`src/rtl/uvep_pkg.sv`:
```
// Purpose: Shared constants for the EPROM host controller.
// Assumes: core_clk at 125 MHz.
// Notes: Times are kept in their own units; cycle counts derive from them.
package uvep_pkg;
    localparam int CLK_MHZ = 125;
    localparam int ADDR_W = 12;
    localparam int DATA_W = 8;
    // Read timing (ns); device speed grade is a plain default
    localparam int ACCESS_NS = 450;
    localparam int GATE_NS = 150;
    localparam int FLOAT_NS = 60;
    // Program timing
    localparam int PULSE_US = 100;
    localparam int SETUP_US = 1;
    localparam int VERIFY_NS = 250;
    localparam int MAX_PULSES = 25;
    localparam int ACCESS_CYC = (ACCESS_NS * CLK_MHZ + 999) / 1000;
    localparam int GATE_CYC = (GATE_NS * CLK_MHZ + 999) / 1000;
    localparam int FLOAT_CYC = (FLOAT_NS * CLK_MHZ + 999) / 1000;
    localparam int PULSE_CYC = PULSE_US * CLK_MHZ;
    localparam int SETUP_CYC = SETUP_US * CLK_MHZ;
    localparam int VERIFY_CYC = (VERIFY_NS * CLK_MHZ + 999) / 1000;
    localparam int CNT_W = 16;
    localparam int PCNT_W = 5;
    localparam logic [PCNT_W-1:0] MAX_PULSES_V = PCNT_W'(MAX_PULSES);
    localparam logic [DATA_W-1:0] ERASED_BYTE = 8'hff;
    localparam logic [ADDR_W-1:0] ID_DEVICE_ADDR = 12'h001;
    localparam logic [ADDR_W-1:0] ID_MAKER_ADDR = 12'h000;
    typedef enum logic [3:0] {
        UVEP_IDLE = 4'h0,
        UVEP_RD_SEL = 4'h1,
        UVEP_RD_GATE = 4'h2,
        UVEP_PG_SETUP = 4'h3,
        UVEP_PG_PULSE = 4'h4,
        UVEP_PG_RECOV = 4'h5,
        UVEP_PG_VFY = 4'h6,
        UVEP_FLOAT = 4'h7
    } uvep_state_t;
    typedef enum logic [1:0] {
        UVEP_OP_READ = 2'h0,
        UVEP_OP_PROG = 2'h1,
        UVEP_OP_ID = 2'h2
    } uvep_op_t;
endpackage

```
`src/rtl/uvep_host.sv`:
```
// Purpose: Host controller that reads, identifies and programs a UV EPROM.
// Assumes: Pins are driven through level shifters; vpp_en and id_hv_en switch supplies.
// Notes: Commands are taken one at a time; a request during a busy cycle is ignored.
module uvep_host import uvep_pkg::*; #(
    // Pulse length in cycles; a bench may shorten it to keep runs brief
    parameter int PULSE_LEN = PULSE_CYC
) (
    // Clock and reset
    input wire logic core_clk,
    input wire logic sys_rst,
    // Command port
    input wire logic cmd_valid,
    input wire uvep_op_t cmd_op,
    input wire logic [ADDR_W-1:0] cmd_addr,
    input wire logic [DATA_W-1:0] cmd_wdata,
    input wire logic supply_dip,
    output logic cmd_ready,
    output logic rsp_valid,
    output logic [DATA_W-1:0] rsp_rdata,
    output logic rsp_fail,
    output logic [PCNT_W-1:0] rsp_pulses,
    // EPROM pins
    output logic [ADDR_W-1:0] mem_addr,
    output logic sel_n,
    output logic gate_n,
    output logic vpp_en,
    output logic id_hv_en,
    input wire logic [DATA_W-1:0] mem_data_i,
    output logic [DATA_W-1:0] mem_data_o,
    output logic mem_data_oe_n
);
    uvep_state_t state_r;
    logic [CNT_W-1:0] cnt_r;
    logic [PCNT_W-1:0] pulses_r;
    uvep_op_t op_r;
    logic [DATA_W-1:0] target_r;
    logic [DATA_W-1:0] data_s;
    logic dip_pend_r;
    logic verify_ok;
    logic [CNT_W-1:0] pw_cnt_r;

    uvep_sync #(.W(DATA_W)) u_sync (
        .core_clk(core_clk),
        .sys_rst(sys_rst),
        .d_in(mem_data_i),
        .d_out(data_s)
    );

    // Every bit must match the target, including the bits the target keeps at one
    assign verify_ok = (data_s == target_r);
    assign cmd_ready = (state_r == UVEP_IDLE);

    // A dip forces a fresh address cycle on the next read (an ID command clears it without one); we park the address at its complement
    always_ff @(posedge core_clk or posedge sys_rst) begin
        if (sys_rst) begin
            dip_pend_r <= 1'b0;
        end else if (supply_dip) begin
            dip_pend_r <= 1'b1;
        end else if (state_r == UVEP_RD_SEL) begin
            dip_pend_r <= 1'b0;
        end
    end

    always_ff @(posedge core_clk or posedge sys_rst) begin
        if (sys_rst) begin
            state_r <= UVEP_IDLE;
            cnt_r <= '0;
            pulses_r <= '0;
            op_r <= UVEP_OP_READ;
            target_r <= ERASED_BYTE;
        end else begin
            unique case (state_r)
                UVEP_IDLE: begin
                    cnt_r <= '0;
                    if (cmd_valid) begin
                        op_r <= cmd_op;
                        target_r <= cmd_wdata;
                        pulses_r <= '0;
                        state_r <= (cmd_op == UVEP_OP_PROG) ? UVEP_PG_SETUP : UVEP_RD_SEL;
                    end
                end
                UVEP_RD_SEL: begin
                    cnt_r <= cnt_r + 1'b1;
                    if (cnt_r == CNT_W'(ACCESS_CYC - GATE_CYC)) begin
                        cnt_r <= '0;
                        state_r <= UVEP_RD_GATE;
                    end
                end
                UVEP_RD_GATE: begin
                    cnt_r <= cnt_r + 1'b1;
                    if (cnt_r == CNT_W'(GATE_CYC + 2)) begin
                        cnt_r <= '0;
                        state_r <= UVEP_FLOAT;
                    end
                end
                UVEP_PG_SETUP: begin
                    cnt_r <= cnt_r + 1'b1;
                    if (cnt_r == CNT_W'(SETUP_CYC)) begin
                        cnt_r <= '0;
                        pulses_r <= pulses_r + 1'b1;
                        state_r <= UVEP_PG_PULSE;
                    end
                end
                UVEP_PG_PULSE: begin
                    cnt_r <= cnt_r + 1'b1;
                    if (cnt_r == CNT_W'(PULSE_LEN - 1)) begin
                        cnt_r <= '0;
                        state_r <= UVEP_PG_RECOV;
                    end
                end
                UVEP_PG_RECOV: begin
                    cnt_r <= cnt_r + 1'b1;
                    if (cnt_r == CNT_W'(SETUP_CYC)) begin
                        cnt_r <= '0;
                        state_r <= UVEP_PG_VFY;
                    end
                end
                UVEP_PG_VFY: begin
                    cnt_r <= cnt_r + 1'b1;
                    if (cnt_r == CNT_W'(VERIFY_CYC + 2)) begin
                        cnt_r <= '0;
                        if (verify_ok || pulses_r == MAX_PULSES_V) begin
                            state_r <= UVEP_FLOAT;
                        end else begin
                            state_r <= UVEP_PG_SETUP;
                        end
                    end
                end
                UVEP_FLOAT: begin
                    cnt_r <= cnt_r + 1'b1;
                    if (cnt_r == CNT_W'(FLOAT_CYC)) begin
                        cnt_r <= '0;
                        state_r <= UVEP_IDLE;
                    end
                end
                default: state_r <= UVEP_IDLE;
            endcase
        end
    end

    // Pin drive: select pulses only in read cycles, program pulse and verify
    always_ff @(posedge core_clk or posedge sys_rst) begin
        if (sys_rst) begin
            sel_n <= 1'b1;
            gate_n <= 1'b1;
            vpp_en <= 1'b0;
            id_hv_en <= 1'b0;
            mem_addr <= '0;
            mem_data_o <= ERASED_BYTE;
            mem_data_oe_n <= 1'b1;
        end else begin
            sel_n <= ~(state_r == UVEP_RD_SEL || state_r == UVEP_RD_GATE
                       || state_r == UVEP_PG_PULSE || state_r == UVEP_PG_VFY);
            gate_n <= ~(state_r == UVEP_RD_GATE || state_r == UVEP_PG_VFY);
            vpp_en <= (state_r == UVEP_PG_SETUP || state_r == UVEP_PG_PULSE
                       || state_r == UVEP_PG_RECOV) && op_r == UVEP_OP_PROG;
            id_hv_en <= (op_r == UVEP_OP_ID) && (state_r == UVEP_RD_SEL
                        || state_r == UVEP_RD_GATE);
            // Data stays driven through recovery to cover the hold time after the pulse
            mem_data_oe_n <= ~((state_r == UVEP_PG_SETUP || state_r == UVEP_PG_PULSE
                               || state_r == UVEP_PG_RECOV) && op_r == UVEP_OP_PROG);
            if (state_r == UVEP_IDLE && cmd_valid) begin
                mem_data_o <= cmd_wdata;
                if (cmd_op == UVEP_OP_ID) begin
                    mem_addr <= cmd_addr[0] ? ID_DEVICE_ADDR : ID_MAKER_ADDR;
                end else if (dip_pend_r && cmd_op == UVEP_OP_READ) begin
                    mem_addr <= ~cmd_addr;
                end else begin
                    mem_addr <= cmd_addr;
                end
            end else if (state_r == UVEP_RD_SEL && cnt_r == '0 && op_r == UVEP_OP_READ
                         && dip_pend_r) begin
                // Second transition back to the true address; access time restarts here
                mem_addr <= ~mem_addr;
            end
        end
    end

    // Answer
    always_ff @(posedge core_clk or posedge sys_rst) begin
        if (sys_rst) begin
            rsp_valid <= 1'b0;
            rsp_rdata <= '0;
            rsp_fail <= 1'b0;
            rsp_pulses <= '0;
        end else begin
            rsp_valid <= 1'b0;
            if (state_r == UVEP_RD_GATE && cnt_r == CNT_W'(GATE_CYC + 2)) begin
                rsp_valid <= 1'b1;
                rsp_rdata <= data_s;
                rsp_fail <= 1'b0;
                rsp_pulses <= '0;
            end else if (state_r == UVEP_PG_VFY && cnt_r == CNT_W'(VERIFY_CYC + 2)
                         && (verify_ok || pulses_r == MAX_PULSES_V)) begin
                rsp_valid <= 1'b1;
                rsp_rdata <= data_s;
                rsp_fail <= ~verify_ok;
                rsp_pulses <= pulses_r;
            end
        end
    end

    // Length of the current program pulse, so the check needs no long delay range
    always_ff @(posedge core_clk or posedge sys_rst) begin
        if (sys_rst) begin
            pw_cnt_r <= '0;
        end else if (sel_n || !vpp_en) begin
            pw_cnt_r <= '0;
        end else begin
            pw_cnt_r <= pw_cnt_r + 1'b1;
        end
    end

    // Checks
    a_gate_needs_sel: assert property (@(posedge core_clk) disable iff (sys_rst)
        (!gate_n && !vpp_en) |-> !sel_n) else $error("gate low without select");
    a_vpp_gate_high: assert property (@(posedge core_clk) disable iff (sys_rst)
        vpp_en |-> gate_n) else $error("gate low during program voltage");
    a_pulse_bounded: assert property (@(posedge core_clk) disable iff (sys_rst)
        pw_cnt_r <= CNT_W'(PULSE_LEN)) else $error("program pulse not ended");
    a_pulse_width: assert property (@(posedge core_clk) disable iff (sys_rst)
        ($rose(sel_n) && $past(vpp_en)) |-> pw_cnt_r == CNT_W'(PULSE_LEN))
        else $error("program pulse length wrong");
    a_pulse_limit: assert property (@(posedge core_clk) disable iff (sys_rst)
        pulses_r <= MAX_PULSES_V) else $error("too many pulses");
    a_data_in_prog: assert property (@(posedge core_clk) disable iff (sys_rst)
        (vpp_en && !sel_n) |-> !mem_data_oe_n) else $error("data not driven");
    a_no_drive_read: assert property (@(posedge core_clk) disable iff (sys_rst)
        !gate_n |-> mem_data_oe_n) else $error("bus contention");
    a_fail_at_limit: assert property (@(posedge core_clk) disable iff (sys_rst)
        (rsp_valid && rsp_fail) |-> rsp_pulses == MAX_PULSES_V)
        else $error("failure before limit");
    a_id_addr_low: assert property (@(posedge core_clk) disable iff (sys_rst)
        id_hv_en |-> mem_addr[ADDR_W-1:1] == '0) else $error("id address bits");
    a_standby_float: assert property (@(posedge core_clk) disable iff (sys_rst)
        (state_r == UVEP_IDLE) |=> ##1 (sel_n || !cmd_ready)) else $error("no standby");
    c_read: cover property (@(posedge core_clk) rsp_valid && !rsp_fail && rsp_pulses == '0);
    c_prog_ok: cover property (@(posedge core_clk) rsp_valid && !rsp_fail && rsp_pulses != '0);
    c_prog_fail: cover property (@(posedge core_clk) rsp_valid && rsp_fail);
endmodule

```
`src/rtl/uvep_sync.sv`:
```
// Purpose: Two-flop synchroniser for the data pins.
// Assumes: Input is asynchronous to core_clk.
// Notes: Only the second stage is visible.
module uvep_sync import uvep_pkg::*; #(
    parameter int W = DATA_W
) (
    // Clock and reset
    input wire logic core_clk,
    input wire logic sys_rst,
    // Data
    input wire logic [W-1:0] d_in,
    output logic [W-1:0] d_out
);
    logic [W-1:0] meta_r;
    always_ff @(posedge core_clk or posedge sys_rst) begin
        if (sys_rst) begin
            meta_r <= '0;
            d_out <= '0;
        end else begin
            meta_r <= d_in;
            d_out <= meta_r;
        end
    end
endmodule

```
`config.mk`:
```
export PLATFORM = sky130hd
export DESIGN_NAME = uvep_host
export DESIGN_NICKNAME = d
export VERILOG_FILES = /design/src/rtl/uvep_pkg.sv /design/src/rtl/uvep_host.sv /design/src/rtl/uvep_sync.sv
export SDC_FILE = /design/constraint.sdc
export NUM_CORES = 1
export LEC_CHECK = 0
export BUFFER_PORTS_ARGS = -buffer_cell sky130_fd_sc_hd__buf_2
export CAP_MARGIN = 20
export CORE_MARGIN = 5
export CORE_UTILIZATION = 50
export CTS_BUF_LIST = sky130_fd_sc_hd__clkbuf_4 sky130_fd_sc_hd__clkbuf_8 sky130_fd_sc_hd__clkbuf_16
export DETAILED_ROUTE_END_ITERATION = 16
export PLACE_DENSITY = 0.72
export SKIP_LAST_GASP = 1
export SLEW_MARGIN = 20
export SYNTH_ARGS = -nofsm -noshare
export SYNTH_HDL_FRONTEND = slang
export SYNTH_HIERARCHICAL = 1
export SYNTH_SLANG_ARGS = --single-unit
```
`constraint.sdc`:
```
create_clock -name core_clk -period 2.7 [get_ports core_clk]
set_clock_uncertainty 0.15 [all_clocks]
set_input_delay 0.27 -clock core_clk [delete_from_list [all_inputs] [get_ports core_clk]]
set_output_delay 0.27 -clock core_clk [all_outputs]
set_load 0.01 [all_outputs]
```
---- Yosys cells after proc, flatten, opt, wreduce, memory -nomap -nowiden ----
Index checks and enable logic that the tools add are counted.
operators by class
  add/sub/neg operators ................... 2
  equality and inequality tests ........... 27
  muxes and demuxes ....................... 36
  bitwise gates (word level) .............. 6
  reduce and logical (&&, ||, !) cells .... 30
operators with widths
  kind                                                                      number
  16-bit one-hot mux with 7 select lines                                    1
  16-bit two-way mux                                                        6
  12-bit two-way mux                                                        4
  16-bit by 6-bit equality test with 1-bit output (second input constant)   2
  4-bit two-way mux                                                         8
  4-bit one-hot mux with 8 select lines                                     1
  12-bit inverter                                                           2
  5-bit two-way mux                                                         4
  16-bit by 1-bit adder with 16-bit output (second input constant)          1
  16-bit by 14-bit equality test with 1-bit output (second input constant)  1
  16-bit by 4-bit equality test with 1-bit output (second input constant)   1
  16-bit by 5-bit equality test with 1-bit output (second input constant)   1
  16-bit by 7-bit equality test with 1-bit output (second input constant)   1
  4-bit by 3-bit equality test with 1-bit output (second input constant)    4
  16-bit logical NOT                                                        1
  8-bit two-way mux                                                         2
  1-bit logical AND                                                         10
  2-bit inequality test (second input constant)                             5
  5-bit one-hot mux with 2 select lines                                     1
  4-bit by 2-bit equality test with 1-bit output (second input constant)    2
  8-bit equality test                                                       1
  8-bit AND reduction                                                       1
  2-bit nonzero test                                                        4
  1-bit logical OR                                                          7
  16 further kinds                                                          30
word-level totals
  flip-flop bits (word level) ............. 92
  bits of input ports ..................... 34
  output and inout port bits .............. 41
  logic and storage cells ................. 120

---- Longest topological paths before layout ----
Gate-level depths: netlist of the first run.
  depth after elaboration ................. 6
  gate-level depth with buffers ........... 8
  mapped depth without buffers ............ 8

---- Modules after synthesis ----
Netlist of the first run, hierarchy kept.
modules (own cells, without submodules)
  module     instances  cells each  area an instance (um^2)  seq. area each (um^2)
  uvep_host  1          342         3,452.1                  1,690.4
  uvep_sync  1          17          404.1                    400.4

---- Worst setup path before layout of the first run ----
OpenSTA, ideal clock, no wires.
  kind .................................... reg2reg
  from .................................... reg cnt_r[6]
  to ...................................... reg state_r[0]
  library setup time ...................... 0.125 ns
  arrival time ............................ 2.498 ns
  data required time ...................... 2.425 ns
  slack ................................... -0.073 ns
  stages on the path, launching flop included .. 7
  buffers on the path ..................... 1
  clock period less this slack ............ 2.773 ns
  path through ............................ dfrtp_1 buf_6 or4_1 or4_4 o2bb2ai_2 nor4_4 mux2_4
on the way
  longest elaborated chain between the ends .. 3
  elaborated cells on any way between the ends .. 14
  classes of those cells .................. eq/ne: 13; reduce/logical: 1
ends and longest elaborated chain
  item                                                                                                        line              source
  start, declared                                                                                             uvep_host.sv:33   logic [CNT_W-1:0] cnt_r;
  start signal, assigned                                                                                      uvep_host.sv:83   cnt_r <= cnt_r + 1'b1;
  start signal, assigned                                                                                      uvep_host.sv:90   cnt_r <= cnt_r + 1'b1;
  start signal, assigned                                                                                      uvep_host.sv:97   cnt_r <= cnt_r + 1'b1;
  16-bit by 6-bit equality test with 1-bit output (tied with other cells)                                     uvep_host.sv:120  if (cnt_r == CNT_W'(VERIFY_CYC + 2)) begin
  2-bit by 1-bit inequality test with 1-bit output (no source line) or 2-bit inequality test (tied branches)  n/a
  8-bit AND reduction (no source line) (*)                                                                    n/a
  end signal, assigned                                                                                        uvep_host.sv:79   state_r <= (cmd_op == UVEP_OP_PROG) ? UVEP_PG_SETUP : UVEP_RD_SEL;
  end, declared                                                                                               uvep_host.sv:32   uvep_state_t state_r;
Mark *: on every way between the ends. The rest lies on a longest branch, timed or not.
A chain may end at the register's enable or synchronous reset.

---- Worst setup path after layout of the first run ----
Ends and elaborated chain as after synthesis.

==> metrics.md, run 1 <==
| Metric | Value |
|---|---|
| CP arrival | 2730 ps |
| Post-Synthesis Cells | 359 |
| Synth Area in Adders | 2.27% |
| YS warnings | 6 |
| Critical path required time | 2800 ps |
| Pin count of the biggest net entering global routing | 39 |
| Final ANT Viol Nets | 0 |
| CTS tree | built |
| Initial Utilization | 50.7% |
| Min-delay worst type | primary input to flip-flop |
| Worst R2R Path Depth | 5 |
| Total wire length | 8890 microns |
| Pwr dens | ~850 mW/mm^2 |
| Crit end category | flip-flop |
| Detailed-routing wirelength on met1 | 3820 microns |
| Fmax | ~380 MHz |
| Number of flops mapped to enable cells by yosys | 0 |
| CTS max path bufs | 2 |
| First-pass GRT wire length | 14,800 microns |
| GR Overflow Total | 0 |
| Clock Power Share | 20.7% |
| Status | finished clean |
| Rel. slew slack | between 50% and 60% |
| CTS Buf Count | 9 |
| Fin area | 0.00492 sq mm |
| Syn nets | 400 |
| Met3 routed WL | around 540 microns |
| Max VDD drop | about 0.0005 V |
| Max-cap violations | 0 |
| HP Start | cmd_op[1] |
| Synth Area in XOR/XNOR | 9.09% |
| Routability cong. | 0.896 |
| Htree depth | 3 |
| Crit Path Max Fanout | 5 |
| Overall routing resource usage | 19.1% |
| R2R Setup Slk | 70 ps |
| Compound-gate portion of the synthesized area | 7.72% |
| Final Core Density | 64.7% |
| Detailed-route via count | 3,080 |
| Core footprint | between 0.007 and 0.008 sq mm |
| Clk_lat worst skew | 360 ps |
| Worst-margin pin slew | between 600 and 700 ps |
| CP endpoint | state_r[0] |
| Die W | 97.8 microns |
| Reg clk slew, reported paths | 90 ps |
| Period utilisation layout | 97.5% |
| Routed length per instance | 15.3 microns |
| P&R area growth vs syn | 27.7% |
| DR iter-0 viols | 122 |
| CTS root buf | clkbuf_8 |
| Clk sinks | 83 |
| Mux cell area share after synthesis | 4.57% |
| Reg power frac | 45.1% |
| Final setup viols | 0 |
| Post-DP HPWL | roughly 6200 microns |
| Drt via density | 5.30 |
| Boundary pin count | 75 |
| Crit Path Class | flip-flop to flip-flop |
| Fin crit period | 2630 ps |
| CP Launch Point | cnt_r[6] |
| Number of synthesized register bits | 83 |
| Largest family of logic cells by synthesized area | simple AND/OR/NAND/NOR gates |
| Register area share after synthesis | 54.2% |
| Leakage | 2.35 nW |
| Max Slew Vio Count | 0 |
| Vias in the first global route | between 3,000 and 4,000 |
| Highest routed layer | met4 |
| Die area | 0.00957 sq mm |
| Post-synth top flop | dfrtp_1 |
| Layout Nets | 514 |
| DRT Pass-1 Iters | 4 |
| Drc violations | 0 |
| Pint | approximately 2.6 mW |
| Reg2Reg Launch Point | cnt_r[6] |
| CP startpoint kind | flip-flop |
| Fillers | 602 |
| RSZ-0062 raised after global routing | false |
| Async SR Flop Fraction | 100% |
| Die H | 97.8 microns |
| Final Hold Fails | 0 |
| R2r endpoint | state_r[0] |
| I/O Buffers | 74 |
| Syn Area/Cell | 10.7 sq um |
| Sw power | roughly 1.6 mW |
| Register area | 0.00209 sq mm |
| Area of the multi-input gates | ~0.0017 sq mm |
| Row count | 32 |
| Placement Cell Area | 0.00450 sq mm |
| Switch share | 37.3% |
| Post-Synth Simple-Gate Area | 19.0% |
| Placed cells | roughly 540 |
| Initial antenna violation count | 1 |
| Synth Cell Area | around 0.0039 sq mm |
| WL met2 | ~4400 microns |
| Synth cell types | 52 |
| Fin cells | 581 |
| Fraction of layout cells with a size suffix above 1 | between 30% and 40% |
| Logic pwr share | about a third |
==> per-layer routing <==
| metal | track usage (%) | up-vias |
|---|---|---|
| met3 | 5.71 | 16 |
| met5 | 0 | - |
| met1 | 24.2 | 1498 |
| li1 | - | 1462 |
| met4 | 6.39 | 0 |
| met2 | 31.3 | 104 |
==> Yosys cell counts (2+ instances only) <==
library cell | number | share of area, %
nor4b_1 | 2 | 0.45
o21ai_0 | 6 | 0.78
and3_1 | 2 | 0.32
a21oi_1 | 14 | 1.8
dfrtp_1 | 72 | 47
o22a_1 | 11 | 2.5
nor4_1 | 6 | 0.97
clkbuf_1 | 12 | 1.2
or2_2 | 2 | 0.32
or4bb_1 | 2 | 0.58
mux2i_1 | 6 | 1.6
dfstp_2 | 11 | 7.5
nand3b_1 | 2 | 0.39
or4_1 | 4 | 0.78
xnor2_1 | 19 | 4.3
nor3_1 | 7 | 0.91
or3_1 | 5 | 0.81
and4_1 | 3 | 0.68
mux2_1 | 3 | 0.88
xor2_1 | 21 | 4.8
nand2_1 | 39 | 3.8
mux2_2 | 6 | 1.8
nor2_1 | 42 | 4.1
nand2b_1 | 3 | 0.49
nand4_1 | 6 | 0.97
ha_1 | 7 | 2.3
nand3_1 | 9 | 1.2
inv_1 | 13 | 1.3
==> critical path: stages (launching register included) <==
cell and delay [ps]:
dfrtp_1 390, or4_4 570, or4_4 550, o2bb2ai_2 160, nor4_4 380, mux2_4 330
==> through the flow <==
| stage | total power, mW | hold WS, ps | setup TNS, ps | setup WS [ps] |
|---|---|---|---|---|
| final | 4.19 | 85.2 | 0 | 68.7 |
| after global routing | 4.47 | 85.2 | 0 | 3.72 |
| after CTS | 4.20 | 54.6 | 0 | 33.2 |
| after detailed placement | 3.32 | 185 | 0 | 0.871 |
| after global placement | 3.27 | 182 | 0 | 121 |
| after floorplan | 2.81 | 33.7 | -25.8 | -25.8 |
==> how the worst min path moves through the flow <==
| stage | depth (start not counted) | slack [ps] | endpoint |
|---|---|---|---|
| 2_1_floorplan | 1 | 30 | u_sync/d_out[0] |
| 3_3_place_gp | 0 | 180 | u_sync/d_out[4] |
| 3_5_place_dp | 0 | 180 | u_sync/d_out[1] |
| 4_1_cts | 4 | 50 | mem_addr[0] |
| 5_1_grt | 3 | 90 | op_r[1] |
| 6_report | 3 | 90 | op_r[1] |
==> power by group through the flow <==
stage          Sequential [mW]  Clock (mW)  Combinational, mW
3_3_place_gp              1.89           0               1.37
2_1_floorplan             1.89           0              0.926
5_1_grt                   1.94       0.941               1.59
4_1_cts                   1.88       0.880               1.44
3_5_place_dp              1.91           0               1.41
6_report                  1.89       0.867               1.43
==> repair_timing <==
action	CTS	global route
hold buffers	19	0
buffers inserted	0	3
endpoints found under the setup margin	1	16
pin swaps	0	4
resized for setup	1	3
hold endpoints to repair	53	0
==> logic make-up (layout without fill, tap and decap cells) <==
group | Yosys count | in the layout
other cells | 0 | 1
simple gates | 143 | 143
flops | 83 | 83
mux | 16 | 16
compound gates | 41 | 41
xor+xnor | 40 | 40
fa+ha+maj | 7 | 7
buf+inv | 29 | 148
==> placed cells by master (no fill, tap or decap), types with 2 or more instances in the layout <==
master	Yosys	final
a21oi_1	14	14
and3_1	2	2
and4_1	3	3
buf_12	0	2
buf_2	1	74
buf_4	1	23
clkbuf_8	0	9
clkinvlp_4	0	2
dfrtp_1	72	71
dfstp_2	11	11
dlygate4sd3_1	0	19
ha_1	7	7
inv_1	13	12
inv_6	0	3
inv_8	0	2
mux2_1	3	3
mux2_2	6	6
mux2i_1	6	6
nand2_1	39	39
nand2b_1	3	3
nand3_1	9	9
nand3b_1	2	2
nand4_1	6	6
nor2_1	42	42
nor3_1	7	7
nor4_1	6	5
nor4_4	1	2
nor4b_1	2	2
o21ai_0	6	6
o22a_1	11	11
or2_2	2	2
or3_1	5	5
or4_1	4	2
or4_4	1	3
xnor2_1	19	19
xor2_1	21	21
==> area by class of cell <==
class / count / share of cell area [%]
flip-flops and latches: 83 / 42.5
multi-input cells: 247 / 34.1
repair buffers: 119 / 15.9
well taps: 102 / 2.59
clock buffers: 9 / 2.52
clock inverters: 7 / 1.30
inverters: 13 / 0.991
diodes: 1 / 0.0508
==> registers in the layout (all words and copies together) (netlist names) <==
register and count:
gate_n 1, u_sync/d_out 8, pulses_r 5, state_r 3, rsp_rdata 8, target_r 8, rsp_valid 1, mem_data_oe_n 1
rsp_fail 1, dip_pend_r 1, id_hv_en 1, sel_n 1, cnt_r 16, mem_addr 12, vpp_en 1, op_r 2
u_sync/meta_r 8, rsp_pulses 5
(Power assumes the default switching activity.)
==> run 2, diff against run 1 <==
--- a/config.mk
+++ b/config.mk
@@ -12,9 +12,9 @@
 export CTS_BUF_LIST = sky130_fd_sc_hd__clkbuf_4 sky130_fd_sc_hd__clkbuf_8 sky130_fd_sc_hd__clkbuf_16
 export DETAILED_ROUTE_END_ITERATION = 16
 export PLACE_DENSITY = 0.72
+export REMOVE_ABC_BUFFERS = 1
 export SKIP_LAST_GASP = 1
 export SLEW_MARGIN = 20
 export SYNTH_ARGS = -nofsm -noshare
 export SYNTH_HDL_FRONTEND = slang
-export SYNTH_HIERARCHICAL = 1
 export SYNTH_SLANG_ARGS = --single-unit
==> run 2 against run 1 <==
Net effect: largest cell class unchanged; synthesized cell count increased by 1.4%; synthesized area is 2.6% higher; non-clock buffer count fell by 18; first-iteration DRC count shrank 7.4%; critical endpoint is now rsp_rdata[2].
==> metrics.md, run 2 <==
| Metric | Value |
|---|---|
| Status | finished clean |
| Critical path required time | between 2000 and 3000 ps |
| GR Overflow Total | 0 |
| Count leader, synth | dfrtp_1 |
| Htree depth | 3 |
| Fin crit period | between 2000 and 2500 ps |
| Post-DP HPWL | 6010 microns |
| Worst-margin pin slew | slightly below 900 ps |
| Number of synthesized register bits | 83 |
| Max Slew Vio Count | 0 |
| Top cell type's share of synthesized area | a little under half |
| Detailed-route via count | 2,939 |
| P&R area growth vs syn | 22.1% |
| Top post-synthesis cells by area | dfrtp_1 (46%), dfstp_2 (7.3%), xor2_1 (5.8%) |
| Reg2Reg Launch Point | target_r[5] |
| Rel. slew slack | 40.6% |
| Async SR Flop Fraction | 100% |
| CP startpoint kind | flip-flop |
| Syn Area/Cell | 10.9 sq um |
| I/O Buffers | 74 |
| Hold endpoint | op_r[0] |
| First-pass GRT wire length | 14,500 microns |
| Initial antenna violation count | 0 |
| Core footprint | 0.00773 sq mm |
| Post-CTS Setup Inserts | 0 |
| Crit Path Max Fanout | 8 |
| Max reg flops | 16 |
| Clk_lat worst skew | around 350 ps |
| Most frequent cells in the layout | buf_2 (74), dfrtp_1 (72), nand2_1 (38) |
| CTS Buf Count | 9 |
| Synth cell types | 49 |
| Initial Utilization | 51.2% |
| Fillers | between 600 and 700 |
| Pwr dens | slightly below 500 mW/mm^2 |
| Row count | 32 |
| Post-synth top flop | dfrtp_1 |
| HP Start | cmd_op[0] |
| Drc violations | 0 |
| RSZ-0062 raised after global routing | false |
| R2r endpoint | rsp_rdata[2] |
| Placed cells | roughly 530 |
| CP arrival | 2490 ps |
| Layout Nets | between 400 and 500 |
| Synth Cell Area | 0.00396 sq mm |
| Reg clk slew, reported paths | about 90 ps |
| Routability cong. | 0.924 |
| Die H | 99.0 microns |
| Fin cells | ~570 |
| DRT Pass-1 Iters | 4 |
| Vias in the first global route | between 3,000 and 4,000 |
| Largest regs | cnt_r (16), mem_addr (12) |
| Final setup viols | 0 |
| Total wire length | 8310 microns |
| Pin count of the biggest net entering global routing | 57 |
| Commonest non-fill, non-tap cell in the layout | buf_2 |
| Post-Synthesis Cells | around 360 |
| Boundary pin count | 75 |
| Period utilisation layout | approximately nine tenths |
| Crit Path Class | flip-flop to flip-flop |
| YS warnings | 0 |
| Leakage | 2.28 nW |
| Fraction of layout cells with a size suffix above 1 | 31.3% |
| CTS tree | built |
| Max VDD drop | 0.000277 V |
| Min-delay worst type | primary input to flip-flop |
| Drt via density | around 5.2 |
| Setup TNS | 0 ps |
| R2R Setup Slk | 290 ps |
| Routed length per instance | 14.7 microns |
| Die area | 0.00979 sq mm |
| Antenna cells | 0 |
| PostCTS Resize Cnt | 0 |
| Register area share after synthesis | 52.8% |
| Synth top cells by count | dfrtp_1 (72), nand2_1 (38), nor2_1 (27) |
| Worst Hold Depth | 3 |
| Area of the multi-input gates | 0.00175 sq mm |
| Number of flops mapped to enable cells by yosys | 0 |
| Register area | 0.00209 sq mm |
| Clk sinks | 83 |
| Post-synth top area cell | dfrtp_1 |
| Final ANT Viol Nets | 0 |
| Top reg by flops | cnt_r |
| DR iter-0 viols | between 100 and 150 |
| Max-cap violations | 0 |
| Crit end category | flip-flop |
| Fmax | 415 MHz |
| Worst R2R Path Depth | 6 |
| Die W | 99.0 microns |
| CTS root buf | clkbuf_8 |
| Final Hold Fails | 0 |
| Overall routing resource usage | 18.2% |
| CTS max path bufs | 2 |
==> run 2: changes by cell type after synthesis, sizes merged, moves of 5 or more <==
cell    delta
nor2b      +6
xor2       +5
buf       +10
nor2       -5
mux2i      -5
clkbuf     -8
or3        -5
nand3      +5
or4        -5
inv        -6
==> run 2: where the power goes <==
group	switching (mW)	internal, mW	leakage (nW)
registers	0.0125	1.26	1.02
clock network	0.454	0.463	0.108
logic	0.0595	0.0663	1.15
total	0.526	1.79	2.28
==> run 2: per-stage QoR <==
| step | worst slack [ps] | power [mW] | util, % | cell area, sq um | hold slack [ps] |
|---|---|---|---|---|---|
| floorplan | 161 | 1.35 | - | 3860 | 151 |
| global placement | 338 | 1.41 | 57.5 | 4440 | 163 |
| detailed placement | 246 | 1.41 | 57.5 | 4440 | 168 |
| CTS | 219 | 2.35 | 62.5 | 4830 | 13.0 |
| global route | 70.4 | 2.43 | 62.5 | 4830 | 36.5 |
| finish | 287 | 2.32 | 62.5 | 4830 | 23.5 |
==> run 2: what timing repair did <==
action | 4_1_cts | 5_1_grt
setup endpoints to repair | 0 | 0
hold buffers | 18 | 0
endpoints found under the hold margin | 43 | 0
==> run 2: worst max-delay path by stage <==
stage | from | endpoint | slack [ps] | cells past startpoint
after global routing | target_r[5] | rsp_rdata[4] | 70 | 6
final | target_r[5] | rsp_rdata[2] | 290 | 6
after CTS | target_r[5] | rsp_rdata[2] | 220 | 6
after floorplan | sys_rst | cnt_r[0] | 160 | 1
after global placement | target_r[5] | rsp_rdata[1] | 340 | 6
after detailed placement | target_r[5] | rsp_rdata[1] | 250 | 6
==> run 2: area by class of cell <==
cell class                 count  area share, %
clock buffer                  10           2.85
clock inverter                 6           1.45
inverter                       7          0.570
multi-input combinational    256           36.2
sequential                    83           43.3
tap                          102           2.64
timing repair buffer         101           13.1
==> run 2: metal layers <==
layer / vias to the layer above / global-route usage, % / wire length (microns)
li1: 1440 / - / -
met1: 1414 / 24.6 / 3710
met2: 77 / 28.8 / 4060
met3: 8 / 4.32 / 474
met4: 0 / 6.41 / 72
met5: - / 0 / 0
==> run 2: cells by family (layout without fill, tap and decap cells) <==
group	Yosys count	count (layout)	synth area share, %
DFF	83	83	52.8
xor gates and xnor gates	41	41	9.07
adders and majority gates	7	7	2.21
muxes	15	15	4.24
buffers and inverters	25	124	3.16
AOI/OAI and AO/OA	46	46	8.31
and+or+nand+nor	147	147	20.2
==> run 2: critical path: stages (launching register included) <==
cell,delay [ps]
dfstp_2,560
xor2_1,80
nor4_1,340
nand2_1,180
a21oi_1,230
a41oi_2,360
mux2_2,390
==> run 3, diff against run 2 <==
--- a/config.mk
+++ b/config.mk
@@ -5,13 +5,13 @@
 export SDC_FILE = /design/constraint.sdc
 export NUM_CORES = 1
 export LEC_CHECK = 0
-export BUFFER_PORTS_ARGS = -buffer_cell sky130_fd_sc_hd__buf_2
 export CAP_MARGIN = 20
 export CORE_MARGIN = 5
 export CORE_UTILIZATION = 50
 export CTS_BUF_LIST = sky130_fd_sc_hd__clkbuf_4 sky130_fd_sc_hd__clkbuf_8 sky130_fd_sc_hd__clkbuf_16
 export DETAILED_ROUTE_END_ITERATION = 16
-export PLACE_DENSITY = 0.72
+export DONT_BUFFER_PORTS = 1
+export PLACE_DENSITY = 0.64
 export REMOVE_ABC_BUFFERS = 1
 export SKIP_LAST_GASP = 1
 export SLEW_MARGIN = 20
==> run 3 against run 2 <==
Net effect: routed wire length down 4.9%; maximum frequency up 1.0%; sequential share of layout area up 2.9 points; count of clock-buffer cells in the layout down 1; hold slack better by 8.7 ps; utilization down 4.0 points; critical endpoint is now rsp_rdata[3].
==> metrics.md, run 3 (synthesized netlist as in run 2, its figures left out) <==
| Metric | Value |
|---|---|
| CTS root buf | clkbuf_8 |
| Crit Path Max Fanout | 8 |
| Final Core Density | about three fifths |
| Most frequent cells in the layout | dfrtp_1 (72), nand2_1 (38), nor2_1 (27) |
| Row count | 32 |
| CP startpoint kind | flip-flop |
| I/O Buffers | 0 |
| Total wire length | between 7000 and 8000 microns |
| Post-DP HPWL | 5490 microns |
| DP Worst Slack | 290 ps |
| Final setup viols | 0 |
| Max-cap violations | 0 |
| Max reg flops | 16 |
| Pwr dens | 499 mW/mm^2 |
| Pin count of the biggest net entering global routing | 84 |
| DRT Pass-1 Iters | 4 |
| Fin crit period | 2390 ps |
| Reg clk slew, reported paths | about 100 ps |
| Fmax | between 400 and 500 MHz |
| Min-delay worst type | primary input to flip-flop |
| Period utilisation layout | approximately nine tenths |
| Worst-margin pin slew | 630 ps |
| Vias in the first global route | about 2,700 |
| Commonest non-fill, non-tap cell in the layout | dfrtp_1 |
| Clk_lat worst skew | 360 ps |
| Overall routing resource usage | 17.0% |
| Clk sinks | 83 |
| First-pass GRT wire length | 13,400 microns |
| Crit Path Class | flip-flop to flip-flop |
| Worst R2R Path Depth | 6 |
| Max VDD drop | about 0.00028 V |
| CTS tree | built |
| Die area | slightly below 0.01 sq mm |
| Final Hold Fails | 0 |
| Final ANT Viol Nets | 0 |
| Worst Hold Depth | 3 |
| Die W | 99.0 microns |
| Leakage | 1.97 nW |
| DR iter-0 viols | ~110 |
| RSZ-0062 raised after global routing | false |
| Rel. slew slack | 58.0% |
| Layout Nets | 432 |
| P&R area growth vs syn | 14.4% |
| CTS max path bufs | 2 |
| PostCTS Resize Cnt | 0 |
| Drc violations | 0 |
| R2R Setup Slk | 310 ps |
| Crit end category | flip-flop |
| Initial antenna violation count | 0 |
| Largest regs | cnt_r (16), mem_addr (12) |
| GR Overflow Total | 0 |
| CP arrival | 2470 ps |
| CTS Buf Count | 9 |
| Core footprint | about 0.0077 sq mm |
| Boundary pin count | 75 |
| Antenna cells | 0 |
| Top reg by flops | cnt_r |
| Die H | about 99 microns |
| Drt via density | 5.27 |
| Final WS setup | about 310 ps |
| Fraction of layout cells with a size suffix above 1 | 18.7% |
| Critical path required time | 2790 ps |
| Routed length per instance | about 16 microns |
| Htree depth | 3 |
| Status | finished clean |
| Setup TNS | 0 ps |
| Max Slew Vio Count | 0 |
| Detailed-route via count | 2,625 |
| Initial Utilization | 51.2% |
| Routability cong. | 0.813 |
[run 3: final cells by class]
| type | count | area, sq um |
|---|---|---|
| flip-flops and latches | 83 | 2090 |
| clock inverters | 7 | 73.8 |
| clock buffers | 9 | 124 |
| repair buffers | 34 | 335 |
| inverters | 7 | 27.5 |
| fillers | 659 | 3200 |
| multi-input cells | 256 | 1750 |
| well taps | 102 | 128 |
[run 3: layer usage]
layer	vias to the layer above	global-route usage (%)	wire (microns)
met5	-	0	0
met3	7	5.10	373
met1	1266	22.9	3600
li1	1305	-	-
met4	0	5.04	124
met2	47	26.5	3800
[run 3: path summary, 6_finish.rpt]
path / startpoint / to
min in group asynchronous: sys_rst / u_sync.meta_r[7]
worst max register to register: target_r[5] / rsp_rdata[3]
worst min register to register: u_sync.meta_r[6] / u_sync.d_out[6]
worst min-delay path: cmd_addr[7] / mem_addr[7]
max in group asynchronous: sys_rst / gate_n
worst max-delay path: target_r[5] / rsp_rdata[3]
[run 3: worst max-delay path, cell delays in order, from the launching register on]
cell and delay, ps:
dfstp_2 590, xor2_1 80, nor4_1 320, nand2_1 150
a21oi_1 210, a41oi_2 370, mux2_2 390
[run 3: through the flow]
stage / hold WS, ps / std cells / power [mW] / instance area, sq um
CTS: 12.6 / 498 / 2.29 / 4530
finish: 32.2 / 498 / 2.26 / 4530
global placement: 127 / 460 / 1.37 / 4110
detailed placement: 130 / 460 / 1.37 / 4110
floorplan: 151 / 346 / 1.35 / 3860
global route: 30.9 / 498 / 2.36 / 4530
[run 3: repair_timing]
action / in CTS / in global routing
buffers inserted: 0 / 0
hold endpoints to repair: 93 / 0
hold buffers: 22 / 0
[run 3: where the power goes]
group	switching, mW	leakage [nW]	total [mW]	internal [mW]
Sequential	0.0186	1.02	1.28	1.26
Combinational	0.0423	0.848	0.0904	0.0481
Clock	0.515	0.102	0.883	0.368
Total	0.576	1.97	2.26	1.68
